<file path="src/rtl/addr_map_pkg.sv">
/*
 * Shared constants and carriers for the bridge address-mapping register bank:
 * register offsets, field positions, reset values and the translation entry layout.
 * Assumes byte addresses on an 8-bit register port with 32-bit aligned words.
 */
package addr_map_pkg;

	localparam int unsigned ADDR_W = 8;
	localparam int unsigned DATA_W = 32;

	// register byte offsets
	localparam logic [7:0] OFS_WIN_BASE_1    = 8'h00;
	localparam logic [7:0] OFS_WIN_MASK_1    = 8'h04;
	localparam logic [7:0] OFS_XLATE_BASE_1  = 8'h08;
	localparam logic [7:0] OFS_WIN_BASE_2    = 8'h0C;
	localparam logic [7:0] OFS_WIN_MASK_2    = 8'h10;
	localparam logic [7:0] OFS_XLATE_BASE_2  = 8'h14;
	localparam logic [7:0] OFS_EXT_ZERO      = 8'h18;
	localparam logic [7:0] OFS_MEM_UPPER     = 8'h1C;
	localparam logic [7:0] OFS_IO_CFG_EXT    = 8'h20;
	localparam logic [7:0] OFS_LAT_PRELOAD   = 8'h24;
	localparam logic [7:0] OFS_FLUSH_ALL     = 8'h28;
	localparam logic [2:0] OFS_TAG_GROUP     = 3'h2;  // 0x40..0x5C
	localparam logic [2:0] OFS_PAGE_GROUP    = 3'h3;  // 0x60..0x7C

	// field positions
	localparam int unsigned WIN_FIELD_LSB    = 20;
	localparam int unsigned WIN_ENABLE_BIT   = 19;
	localparam int unsigned MAP_TABLE_BIT    = 18;
	localparam int unsigned XLATE_BASE_LSB   = 9;
	localparam int unsigned MEM_UPPER_LSB    = 27;
	localparam int unsigned IO_UPPER_LSB     = 24;
	localparam int unsigned CFG_LOW_LSB      = 0;
	localparam int unsigned PRELOAD_LSB      = 0;
	localparam int unsigned TAG_PAGE_LSB     = 13;
	localparam int unsigned TAG_VALID_BIT    = 12;
	localparam int unsigned CPU_PAGE_LSB     = 1;
	localparam int unsigned PAGE_OFFSET_W    = 13;
	localparam int unsigned MAP_ENTRY_SHIFT  = 3;  // 8-byte map table entries

	// reset values
	localparam logic [4:0]  MEM_UPPER_RST    = 5'h00;
	localparam logic [7:0]  IO_UPPER_RST     = 8'h00;
	localparam logic [1:0]  CFG_LOW_RST      = 2'h0;
	localparam logic [7:0]  PRELOAD_RST      = 8'h00;
	localparam logic [11:0] WIN_FIELD_RST    = 12'h000;
	localparam logic [22:0] XLATE_BASE_RST   = 23'h000000;
	localparam logic        ENTRY_VALID_RST  = 1'b0;

	typedef struct packed {
		logic [18:0] upper_pci_page;   // pci address bits 31:13
		logic        entry_valid_flag;
		logic [19:0] cpu_page;         // cpu address bits 32:13
	} xlate_entry_t;

	typedef struct packed {
		logic [11:0] base;
		logic [11:0] mask;
		logic        enable;
		logic        map_table_enable;
		logic [22:0] xlate_base;       // cpu address bits 32:10
	} window_t;

	typedef struct packed {
		logic        hit;
		logic        window;           // 0: first window, 1: second
		logic        map_table_enable;
		logic        entry_hit;
		logic [32:0] cpu_addr;
	} lookup_result_t;

endpackage

</file>
<file path="src/rtl/addr_map_regs.sv">
/*
 * Address-mapping register bank of the host-to-pci bridge: inbound window
 * base/mask/translated base, upper address extensions, latency preload with the
 * master latency timer, and the translation entry store with flush.
 * Assumes the register port, entry fill and lookup inputs come from logic on clk.
 */
// The implementer's own choices: the address-and-strobe port and the register addresses.
//
// Overview of operation
// - window mask field in bits 31:20
// - first extension register reads zero, ignores writes
// - memory cycles take AD 31:27 from register
// - io cycles take AD 31:24 from register
// - config cycles take AD 1:0 from register
// - latency timer preloaded at each master start
// - tag registers show pci page bits 31:13
// - tag bit 12 shows entry valid, resets zero
// - data registers bits 20:1 show cpu page
// - any write to flush invalidates every entry except one filled in the same cycle
// - window base field bits 31:20 with mask
// - map table enable selects direct or table mapping
`timescale 1ns/1ps

module addr_map_regs #(
	parameter int unsigned ENTRIES = 8
) (
	input  wire logic                        clk,
	input  wire logic                        resetn,
	input  wire logic [7:0]                  reg_addr,
	input  wire logic [31:0]                 reg_wdata,
	input  wire logic                        reg_wr,
	input  wire logic                        reg_rd,
	output logic [31:0]                      reg_rdata,
	output logic [4:0]                       upper_pci_addr_bits,
	output logic [7:0]                       io_upper_addr_bits,
	output logic [1:0]                       cfg_low_addr_bits,
	input  wire logic                        master_start,
	input  wire logic                        master_active,
	output logic [7:0]                       latency_count,
	output logic                             latency_expired,
	input  wire logic                        fill_req,
	input  wire logic [2:0]                  fill_index,
	input  wire addr_map_pkg::xlate_entry_t  fill_entry,
	input  wire logic                        lookup_req,
	input  wire logic [31:0]                 lookup_addr,
	output logic                             lookup_done,
	output addr_map_pkg::lookup_result_t     lookup_result
);

	initial
	begin
		if (ENTRIES != 8)
			$error("addr_map_regs: register map holds exactly eight entries");
	end

	logic [31:0]                  rdata_ff;
	logic [31:0]                  nxt_rdata;
	logic [4:0]                   mem_upper_ff;
	logic [7:0]                   io_upper_ff;
	logic [1:0]                   cfg_low_ff;
	logic [7:0]                   latency_timer_preload_ff;
	logic [7:0]                   lat_count_ff;
	logic                         lat_expired_ff;
	addr_map_pkg::window_t        win_ff [2];
	addr_map_pkg::xlate_entry_t   entry_ff [ENTRIES];
	logic [ENTRIES-1:0]           entry_match;
	logic                         flush_wr;
	logic                         lookup_done_ff;
	addr_map_pkg::lookup_result_t lookup_ff;
	addr_map_pkg::lookup_result_t nxt_lookup;

	assign reg_rdata           = rdata_ff;
	assign upper_pci_addr_bits = mem_upper_ff;
	assign io_upper_addr_bits  = io_upper_ff;
	assign cfg_low_addr_bits   = cfg_low_ff;
	assign latency_count       = lat_count_ff;
	assign latency_expired     = lat_expired_ff;
	assign lookup_done         = lookup_done_ff;
	assign lookup_result       = lookup_ff;

	// any data value triggers the flush; the offset alone matters
	assign flush_wr = reg_wr && (reg_addr == addr_map_pkg::OFS_FLUSH_ALL);

	// extension registers; the zero register has no storage at all
	always_ff @(posedge clk)
	begin
		if (!resetn)
		begin
			mem_upper_ff <= addr_map_pkg::MEM_UPPER_RST;
			io_upper_ff  <= addr_map_pkg::IO_UPPER_RST;
			cfg_low_ff   <= addr_map_pkg::CFG_LOW_RST;
		end
		else if (reg_wr)
		begin
			if (reg_addr == addr_map_pkg::OFS_MEM_UPPER)
				mem_upper_ff <= reg_wdata[addr_map_pkg::MEM_UPPER_LSB +: 5];
			if (reg_addr == addr_map_pkg::OFS_IO_CFG_EXT)
			begin
				io_upper_ff <= reg_wdata[addr_map_pkg::IO_UPPER_LSB +: 8];
				cfg_low_ff  <= reg_wdata[addr_map_pkg::CFG_LOW_LSB +: 2];
			end
		end
	end

	always_ff @(posedge clk)
	begin
		if (!resetn)
			latency_timer_preload_ff <= addr_map_pkg::PRELOAD_RST;
		else if (reg_wr && reg_addr == addr_map_pkg::OFS_LAT_PRELOAD)
			latency_timer_preload_ff <= reg_wdata[addr_map_pkg::PRELOAD_LSB +: 8];
	end

	// master latency timer; a zero preload expires at once, hence the advice to software
	always_ff @(posedge clk)
	begin
		if (!resetn)
		begin
			lat_count_ff   <= 8'h00;
			lat_expired_ff <= 1'b0;
		end
		else if (master_start)
		begin
			lat_count_ff   <= latency_timer_preload_ff;
			lat_expired_ff <= 1'b0;
		end
		else if (master_active)
		begin
			if (lat_count_ff != 8'h00)
				lat_count_ff <= lat_count_ff - 8'h01;
			lat_expired_ff <= (lat_count_ff <= 8'h01);
		end
		else
			lat_expired_ff <= 1'b0;
	end

	// inbound windows
	for (genvar w = 0; w < 2; w++)
	begin : g_win
		localparam logic [7:0] OFS_BASE  = (w == 0) ? addr_map_pkg::OFS_WIN_BASE_1
			: addr_map_pkg::OFS_WIN_BASE_2;
		localparam logic [7:0] OFS_MASK  = (w == 0) ? addr_map_pkg::OFS_WIN_MASK_1
			: addr_map_pkg::OFS_WIN_MASK_2;
		localparam logic [7:0] OFS_XLATE = (w == 0) ? addr_map_pkg::OFS_XLATE_BASE_1
			: addr_map_pkg::OFS_XLATE_BASE_2;

		always_ff @(posedge clk)
		begin
			if (!resetn)
			begin
				win_ff[w].base             <= addr_map_pkg::WIN_FIELD_RST;
				win_ff[w].mask             <= addr_map_pkg::WIN_FIELD_RST;
				win_ff[w].enable           <= 1'b0;
				win_ff[w].map_table_enable <= 1'b0;
				win_ff[w].xlate_base       <= addr_map_pkg::XLATE_BASE_RST;
			end
			else if (reg_wr)
			begin
				if (reg_addr == OFS_BASE)
				begin
					win_ff[w].base             <= reg_wdata[addr_map_pkg::WIN_FIELD_LSB +: 12];
					win_ff[w].enable           <= reg_wdata[addr_map_pkg::WIN_ENABLE_BIT];
					win_ff[w].map_table_enable <= reg_wdata[addr_map_pkg::MAP_TABLE_BIT];
				end
				if (reg_addr == OFS_MASK)
					win_ff[w].mask <= reg_wdata[addr_map_pkg::WIN_FIELD_LSB +: 12];
				if (reg_addr == OFS_XLATE)
					win_ff[w].xlate_base <= reg_wdata[addr_map_pkg::XLATE_BASE_LSB +: 23];
			end
		end
	end

	// translation entries; a fill in the flush cycle keeps its valid bit
	for (genvar e = 0; e < ENTRIES; e++)
	begin : g_entry
		always_ff @(posedge clk)
		begin
			if (!resetn)
			begin
				entry_ff[e].entry_valid_flag <= addr_map_pkg::ENTRY_VALID_RST;
				entry_ff[e].upper_pci_page   <= 19'h00000;
				entry_ff[e].cpu_page         <= 20'h00000;
			end
			else if (fill_req && fill_index == 3'(e))
				entry_ff[e] <= fill_entry;
			else if (flush_wr)
				entry_ff[e].entry_valid_flag <= 1'b0;
		end

		assign entry_match[e] = entry_ff[e].entry_valid_flag
			&& (entry_ff[e].upper_pci_page == lookup_addr[31:13]);
	end

	// register read: data stands one cycle after the strobe, zero otherwise
	always_comb
	begin
		nxt_rdata = 32'h0000_0000;
		if (reg_addr[7:5] == addr_map_pkg::OFS_TAG_GROUP)
			nxt_rdata = {entry_ff[reg_addr[4:2]].upper_pci_page,
				entry_ff[reg_addr[4:2]].entry_valid_flag, 12'h000};
		else if (reg_addr[7:5] == addr_map_pkg::OFS_PAGE_GROUP)
			nxt_rdata = {11'h000, entry_ff[reg_addr[4:2]].cpu_page, 1'b0};
		else
		begin
			case (reg_addr)
				addr_map_pkg::OFS_WIN_BASE_1:
					nxt_rdata = {win_ff[0].base, win_ff[0].enable,
						win_ff[0].map_table_enable, 18'h00000};
				addr_map_pkg::OFS_WIN_MASK_1:
					nxt_rdata = {win_ff[0].mask, 20'h00000};
				addr_map_pkg::OFS_XLATE_BASE_1:
					nxt_rdata = {win_ff[0].xlate_base, 9'h000};
				addr_map_pkg::OFS_WIN_BASE_2:
					nxt_rdata = {win_ff[1].base, win_ff[1].enable,
						win_ff[1].map_table_enable, 18'h00000};
				addr_map_pkg::OFS_WIN_MASK_2:
					nxt_rdata = {win_ff[1].mask, 20'h00000};
				addr_map_pkg::OFS_XLATE_BASE_2:
					nxt_rdata = {win_ff[1].xlate_base, 9'h000};
				addr_map_pkg::OFS_EXT_ZERO:
					nxt_rdata = 32'h0000_0000;
				addr_map_pkg::OFS_MEM_UPPER:
					nxt_rdata = {mem_upper_ff, 27'h0000000};
				addr_map_pkg::OFS_IO_CFG_EXT:
					nxt_rdata = {io_upper_ff, 22'h000000, cfg_low_ff};
				addr_map_pkg::OFS_LAT_PRELOAD:
					nxt_rdata = {24'h000000, latency_timer_preload_ff};
				default:
					nxt_rdata = 32'h0000_0000;
			endcase
		end
	end

	always_ff @(posedge clk)
	begin
		if (!resetn)
			rdata_ff <= 32'h0000_0000;
		else if (reg_rd)
			rdata_ff <= nxt_rdata;
		else
			rdata_ff <= 32'h0000_0000;
	end

	// window lookup; the first window wins when both claim an address
	always_comb
	begin
		logic [32:0] mask_full;
		logic [32:0] base_full;
		logic [32:0] page_index;
		logic        sel;
		logic [1:0]  win_hit;

		mask_full  = 33'h000000000;
		base_full  = 33'h000000000;
		page_index = 33'h000000000;
		sel        = 1'b0;
		win_hit    = 2'b00;
		nxt_lookup = '0;
		for (int w = 0; w < 2; w++)
			win_hit[w] = win_ff[w].enable && ((lookup_addr[31:20] & ~win_ff[w].mask)
				== (win_ff[w].base & ~win_ff[w].mask));
		sel        = !win_hit[0];
		mask_full  = {1'b0, win_ff[sel].mask, 20'hFFFFF};
		base_full  = {win_ff[sel].xlate_base, 10'h000};
		nxt_lookup.hit              = |win_hit;
		nxt_lookup.window           = sel;
		nxt_lookup.map_table_enable = win_ff[sel].map_table_enable;
		if (!win_ff[sel].map_table_enable)
			nxt_lookup.cpu_addr = (base_full & ~mask_full)
				| ({1'b0, lookup_addr} & mask_full);
		else if (|entry_match)
		begin
			nxt_lookup.entry_hit = 1'b1;
			for (int e = ENTRIES - 1; e >= 0; e--)
				if (entry_match[e])
					nxt_lookup.cpu_addr = {entry_ff[e].cpu_page,
						lookup_addr[addr_map_pkg::PAGE_OFFSET_W-1:0]};
		end
		else
		begin
			// miss: address of the map table entry to fetch
			page_index = ({1'b0, lookup_addr} & mask_full) >> addr_map_pkg::PAGE_OFFSET_W;
			nxt_lookup.cpu_addr = base_full
				+ (page_index << addr_map_pkg::MAP_ENTRY_SHIFT);
		end
		if (!nxt_lookup.hit)
			nxt_lookup = '0;
	end

	always_ff @(posedge clk)
	begin
		if (!resetn)
		begin
			lookup_done_ff <= 1'b0;
			lookup_ff      <= '0;
		end
		else
		begin
			lookup_done_ff <= lookup_req;
			if (lookup_req)
				lookup_ff <= nxt_lookup;
		end
	end

endmodule // addr_map_regs

</file>
<file path="config.mk">
export PLATFORM = sky130hd
export DESIGN_NAME = addr_map_regs
export DESIGN_NICKNAME = d
export VERILOG_FILES = /design/src/rtl/addr_map_pkg.sv /design/src/rtl/addr_map_regs.sv
export SDC_FILE = /design/constraint.sdc
export NUM_CORES = 1
export LEC_CHECK = 0
export ABC_AREA = 1
export BUFFER_PORTS_ARGS = -buffer_cell sky130_fd_sc_hd__buf_4
export CAP_MARGIN = 20
export CORE_MARGIN = 2
export CORE_UTILIZATION = 35
export CTS_BUF_LIST = sky130_fd_sc_hd__clkbuf_16
export CTS_CLUSTER_DIAMETER = 120
export DETAILED_ROUTE_END_ITERATION = 8
export GPL_TIMING_DRIVEN = 1
export PLACE_DENSITY = 0.53
export REMOVE_ABC_BUFFERS = 1
export SLEW_MARGIN = 20
export SYNTH_ARGS = -nofsm -noshare
export SYNTH_HDL_FRONTEND = slang
export SYNTH_SLANG_ARGS = --single-unit
</file>
<file path="constraint.sdc">
create_clock -name clk -period 5.1 [get_ports clk]
set_input_delay 0.765 -clock clk [delete_from_list [all_inputs] [get_ports clk]]
set_output_delay 0.765 -clock clk [all_outputs]
set_load 0.1 [all_outputs]
</file>
==> impl_metrics.py <==
metrics = {
    "placed_design": {
        "gp_congestion": 1.01,
        "place_hpwl_um": 96300,
        "io_buffer_count": 215,
    },
    "synthesis": {
        "synth_top_area_share_pct": 43.7,
        "synthFlopType": "edfxtp_1",
        "syn_area_per_cell_um2": 8.01,
        "synth.top_cells.by_area": "edfxtp_1 (44%), nand2_1 (12%), nor2_1 (8.8%)",
        "yosys_register_bits": 520,
        "synth_edf_count": 417,
        "syn-cell-area_um2": 28700,
        "yosysUniqueCellTypes": 63,
        "yosysSeqAreaShare_pct": 50.9,
        "async_reset_ff_share_pct": 0,
        "synth_largest_area_cell": "edfxtp_1",
        "synthCells": 3581,
        "synth_warnings": 0,
    },
    "critical_path": {
        "worstSetupStartpointType": "flip-flop",
        "crit_top_cell": "nand2_1",
        "arrival_ns": 4.60,
        "cp_top_family": "simple AND/OR/NAND/NOR gates",
        "slowest_stage": "nor2_1",
        "crit_type": "reg -> reg",
        "critical_path.endpoint_type": "flip-flop",
        "path_buf_inv": 3,
        "crit_path_max_incr_delay_ns": 0.58,
        "crit_required_ns": 5.65,
        "crit_chain": "inv_1 -> nand3_1 -> nand3_1 -> nor2_4 -> nand2_4 -> buf_4 -> o21ai_1 -> nor2_1 -> ha_1 -> a31oi_1 -> inv_1 -> nand3_1 -> nand2_1 -> nand3_1 -> nand2_1 -> nand2_1 -> nor2_2 -> nand3b_1 -> nand3_1 -> nand2_1 -> nand2_1 -> nand2_1 -> nand2_1",
        "cp_max_fo": 14,
    },
    "route": {
        "via_per_inst": 5.60,
        "wl_um": 133000,
        "first_pass_iters": 6,
        "ant_nets": 0,
        "route.detailed.drc": 0,
        "routedWlPerCell_um": 27.0,
        "dr.first_iter.drc_count": 3445,
        "vias": 27500,
    },
    "layout": {
        "multi_input_comb_area_um2": 11800,
        "layout_common_cells": "nand2_1 (877), nor2_1 (671), edfxtp_1 (417)",
        "seqCellArea_um2": 14600,
        "area_delta_synth_final_pct": 17.4,
        "final_common_cell": "nand2_1",
        "drive_gt1_share_pct": 13.3,
        "fin_util_pct": 41.6,
        "fill_cells": 8276,
        "final_nets": 3938,
    },
    "clock_network": {
        "clockBufferDepth": 3,
        "cts.sinks": 520,
        "ctsHoldBuffers": 0,
        "clock_latency_ns": 0.66,
        "htreeDepth": 2,
        "cts_root_buf": "clkbuf_16",
        "cts_resized": 0,
        "cts_tree": "built",
        "cts_setup_buffers": 0,
        "cts.reportedPaths.clkPinSlew_ns": 0.07,
        "numCtsBuffers": 60,
    },
    "global_routing": {
        "grt_pass1_vias": 26300,
        "grt_use_total_pct": 30.8,
        "antenna_found_initial": 3,
        "overflow": 0,
        "grt_max_degree": 46,
        "grt_pass1_wl_um": 188000,
    },
    "timing": {
        "finalClockSkew_ns": 0.0214,
        "setup_viol": 0,
        "slew_headroom_pct": 30.5,
        "slew_violations": 0,
        "hold_viol": 0,
        "finalCritPeriodShare_pct": 79.6,
        "fmax_mhz": 246,
        "tightest_slew_ns": 1.04,
        "fin_crit_ns": 4.06,
        "rsz0062_at_grt": "false",
    },
    "power": {
        "powerDensity_nw_per_um2": 317,
        "leakagePower_nw": 14.7,
        "power_mw": 10.7,
        "ir_drop_mv": 0.264,
    },
    "floorplanning": {
        "dieArea_um2": 84200,
        "start_util_pct": 35.5,
        "core_um2": 80800,
        "die_w_um": 290,
        "num_rows": 104,
        "die_h_um": 290,
        "num_io_pins": 217,
    },
    "outcome": {
        "status": "finished, final reports clean",
    },
    "run": {
        "maxCapViolCount": 0,
    },
    "min_path": {
        "hp-class": "in -> reg",
    },
}
==> metal layers <==
metal  GRT usage [%]  vias to the layer above  wire length (um)
li1                -                    12400                 -
met1            41.5                    13300             53600
met2            48.8                     1564             59300
met3            4.96                      273             13200
met4            14.0                        2              6730
met5               0                        -                11
==> metrics by stage <==
stage	setup TNS, ns	instances	hold WS (ns)	cell area (um2)	worst slack, ns
3_3_place_gp	0	4798	0.438	31700	0.541
5_1_grt	0	4912	0.328	33600	0.767
2_1_floorplan	-5.55	3419	0.445	27900	-0.241
6_report	0	4912	0.321	33600	1.04
4_1_cts	0	4911	0.301	33600	1.14
3_5_place_dp	0	4798	0.440	31700	0.495
==> final timing paths <==
path	start	end	slack, ns	cells after the start
worst max register to register	win_ff[0][30]$_SDFFCE_PN0P_	lookup_result[31]$_SDFFE_PN0P_	1.04	23
worst min-delay path	lookup_addr[8]	lookup_result[8]$_SDFFE_PN0P_	0.32	3
worst min register to register	lookup_result[4]$_SDFFE_PN0P_	lookup_result[4]$_SDFFE_PN0P_	0.45	2
worst max-delay path	win_ff[0][30]$_SDFFCE_PN0P_	lookup_result[31]$_SDFFE_PN0P_	1.04	23
==> power by group <==
| group | switching, mW | internal, mW |
|---|---|---|
| Sequential | 0.152 | 4.81 |
| Clock | 1.92 | 2.33 |
| Combinational | 1.09 | 0.383 |
| Total | 3.16 | 7.52 |
==> synthesized netlist by cell type, types with 7 or more instances <==
library cell	count
nand2_1	888
nor2_1	675
edfxtp_1	417
inv_1	395
a21oi_1	156
o21ai_0	130
dfxtp_1	103
clkbuf_1	100
nand3_1	99
nand4_1	55
o22ai_1	52
a221oi_1	36
buf_2	36
a22oi_1	35
o211ai_1	35
o21ai_1	32
nor3_1	31
o2111ai_1	27
xor2_1	25
xnor2_1	23
nor4_1	22
inv_2	20
or2_2	16
ha_1	14
a31oi_1	13
a32oi_1	13
a211oi_1	11
nand3b_1	11
buf_1	10
nand2_2	9
buf_4	8
buf_6	8
nor2_2	8
a21oi_2	7
==> sequential cells by signal, summed over array words and instances, names as in the netlist <==
name,cells
cfg_low_addr_bits,2
entry_ff,320
latency_count,8
lookup_done,1
lookup_result,37
upper_pci_addr_bits,5
latency_expired,1
latency_timer_preload_ff,8
win_ff,98
io_upper_addr_bits,8
reg_rdata,32
==> cell type report <==
class                           count  share of cell area [%]
Antenna cell                        1                 0.00744
Clock buffer                       61                    4.54
Clock inverter                     52                    1.09
Inverter                          420                    4.69
Multi-Input combinational cell   2479                    35.2
Sequential cell                   520                    43.3
Tap cell                         1060                    3.94
Timing Repair Buffer              319                    7.19
==> worst min-delay path, delay by kind of cell <==
kind / cells / cell delay (ns)
buffers and inverters: 1 / 0.08
AO/OA/AOI/OAI: 1 / 0.06
AND/OR/NAND/NOR: 1 / 0.05
==> cell families after synthesis <==
| logic type | synth area share, % |
|---|---|
| compound gates | 12.5 |
| xor+xnor | 1.47 |
| fa+ha+maj | 0.681 |
| buf+inv | 8.10 |
| flops | 50.9 |
| mux | 0.157 |
| simple gates | 26.2 |
Note: power is estimated with default switching activity, not from simulation.
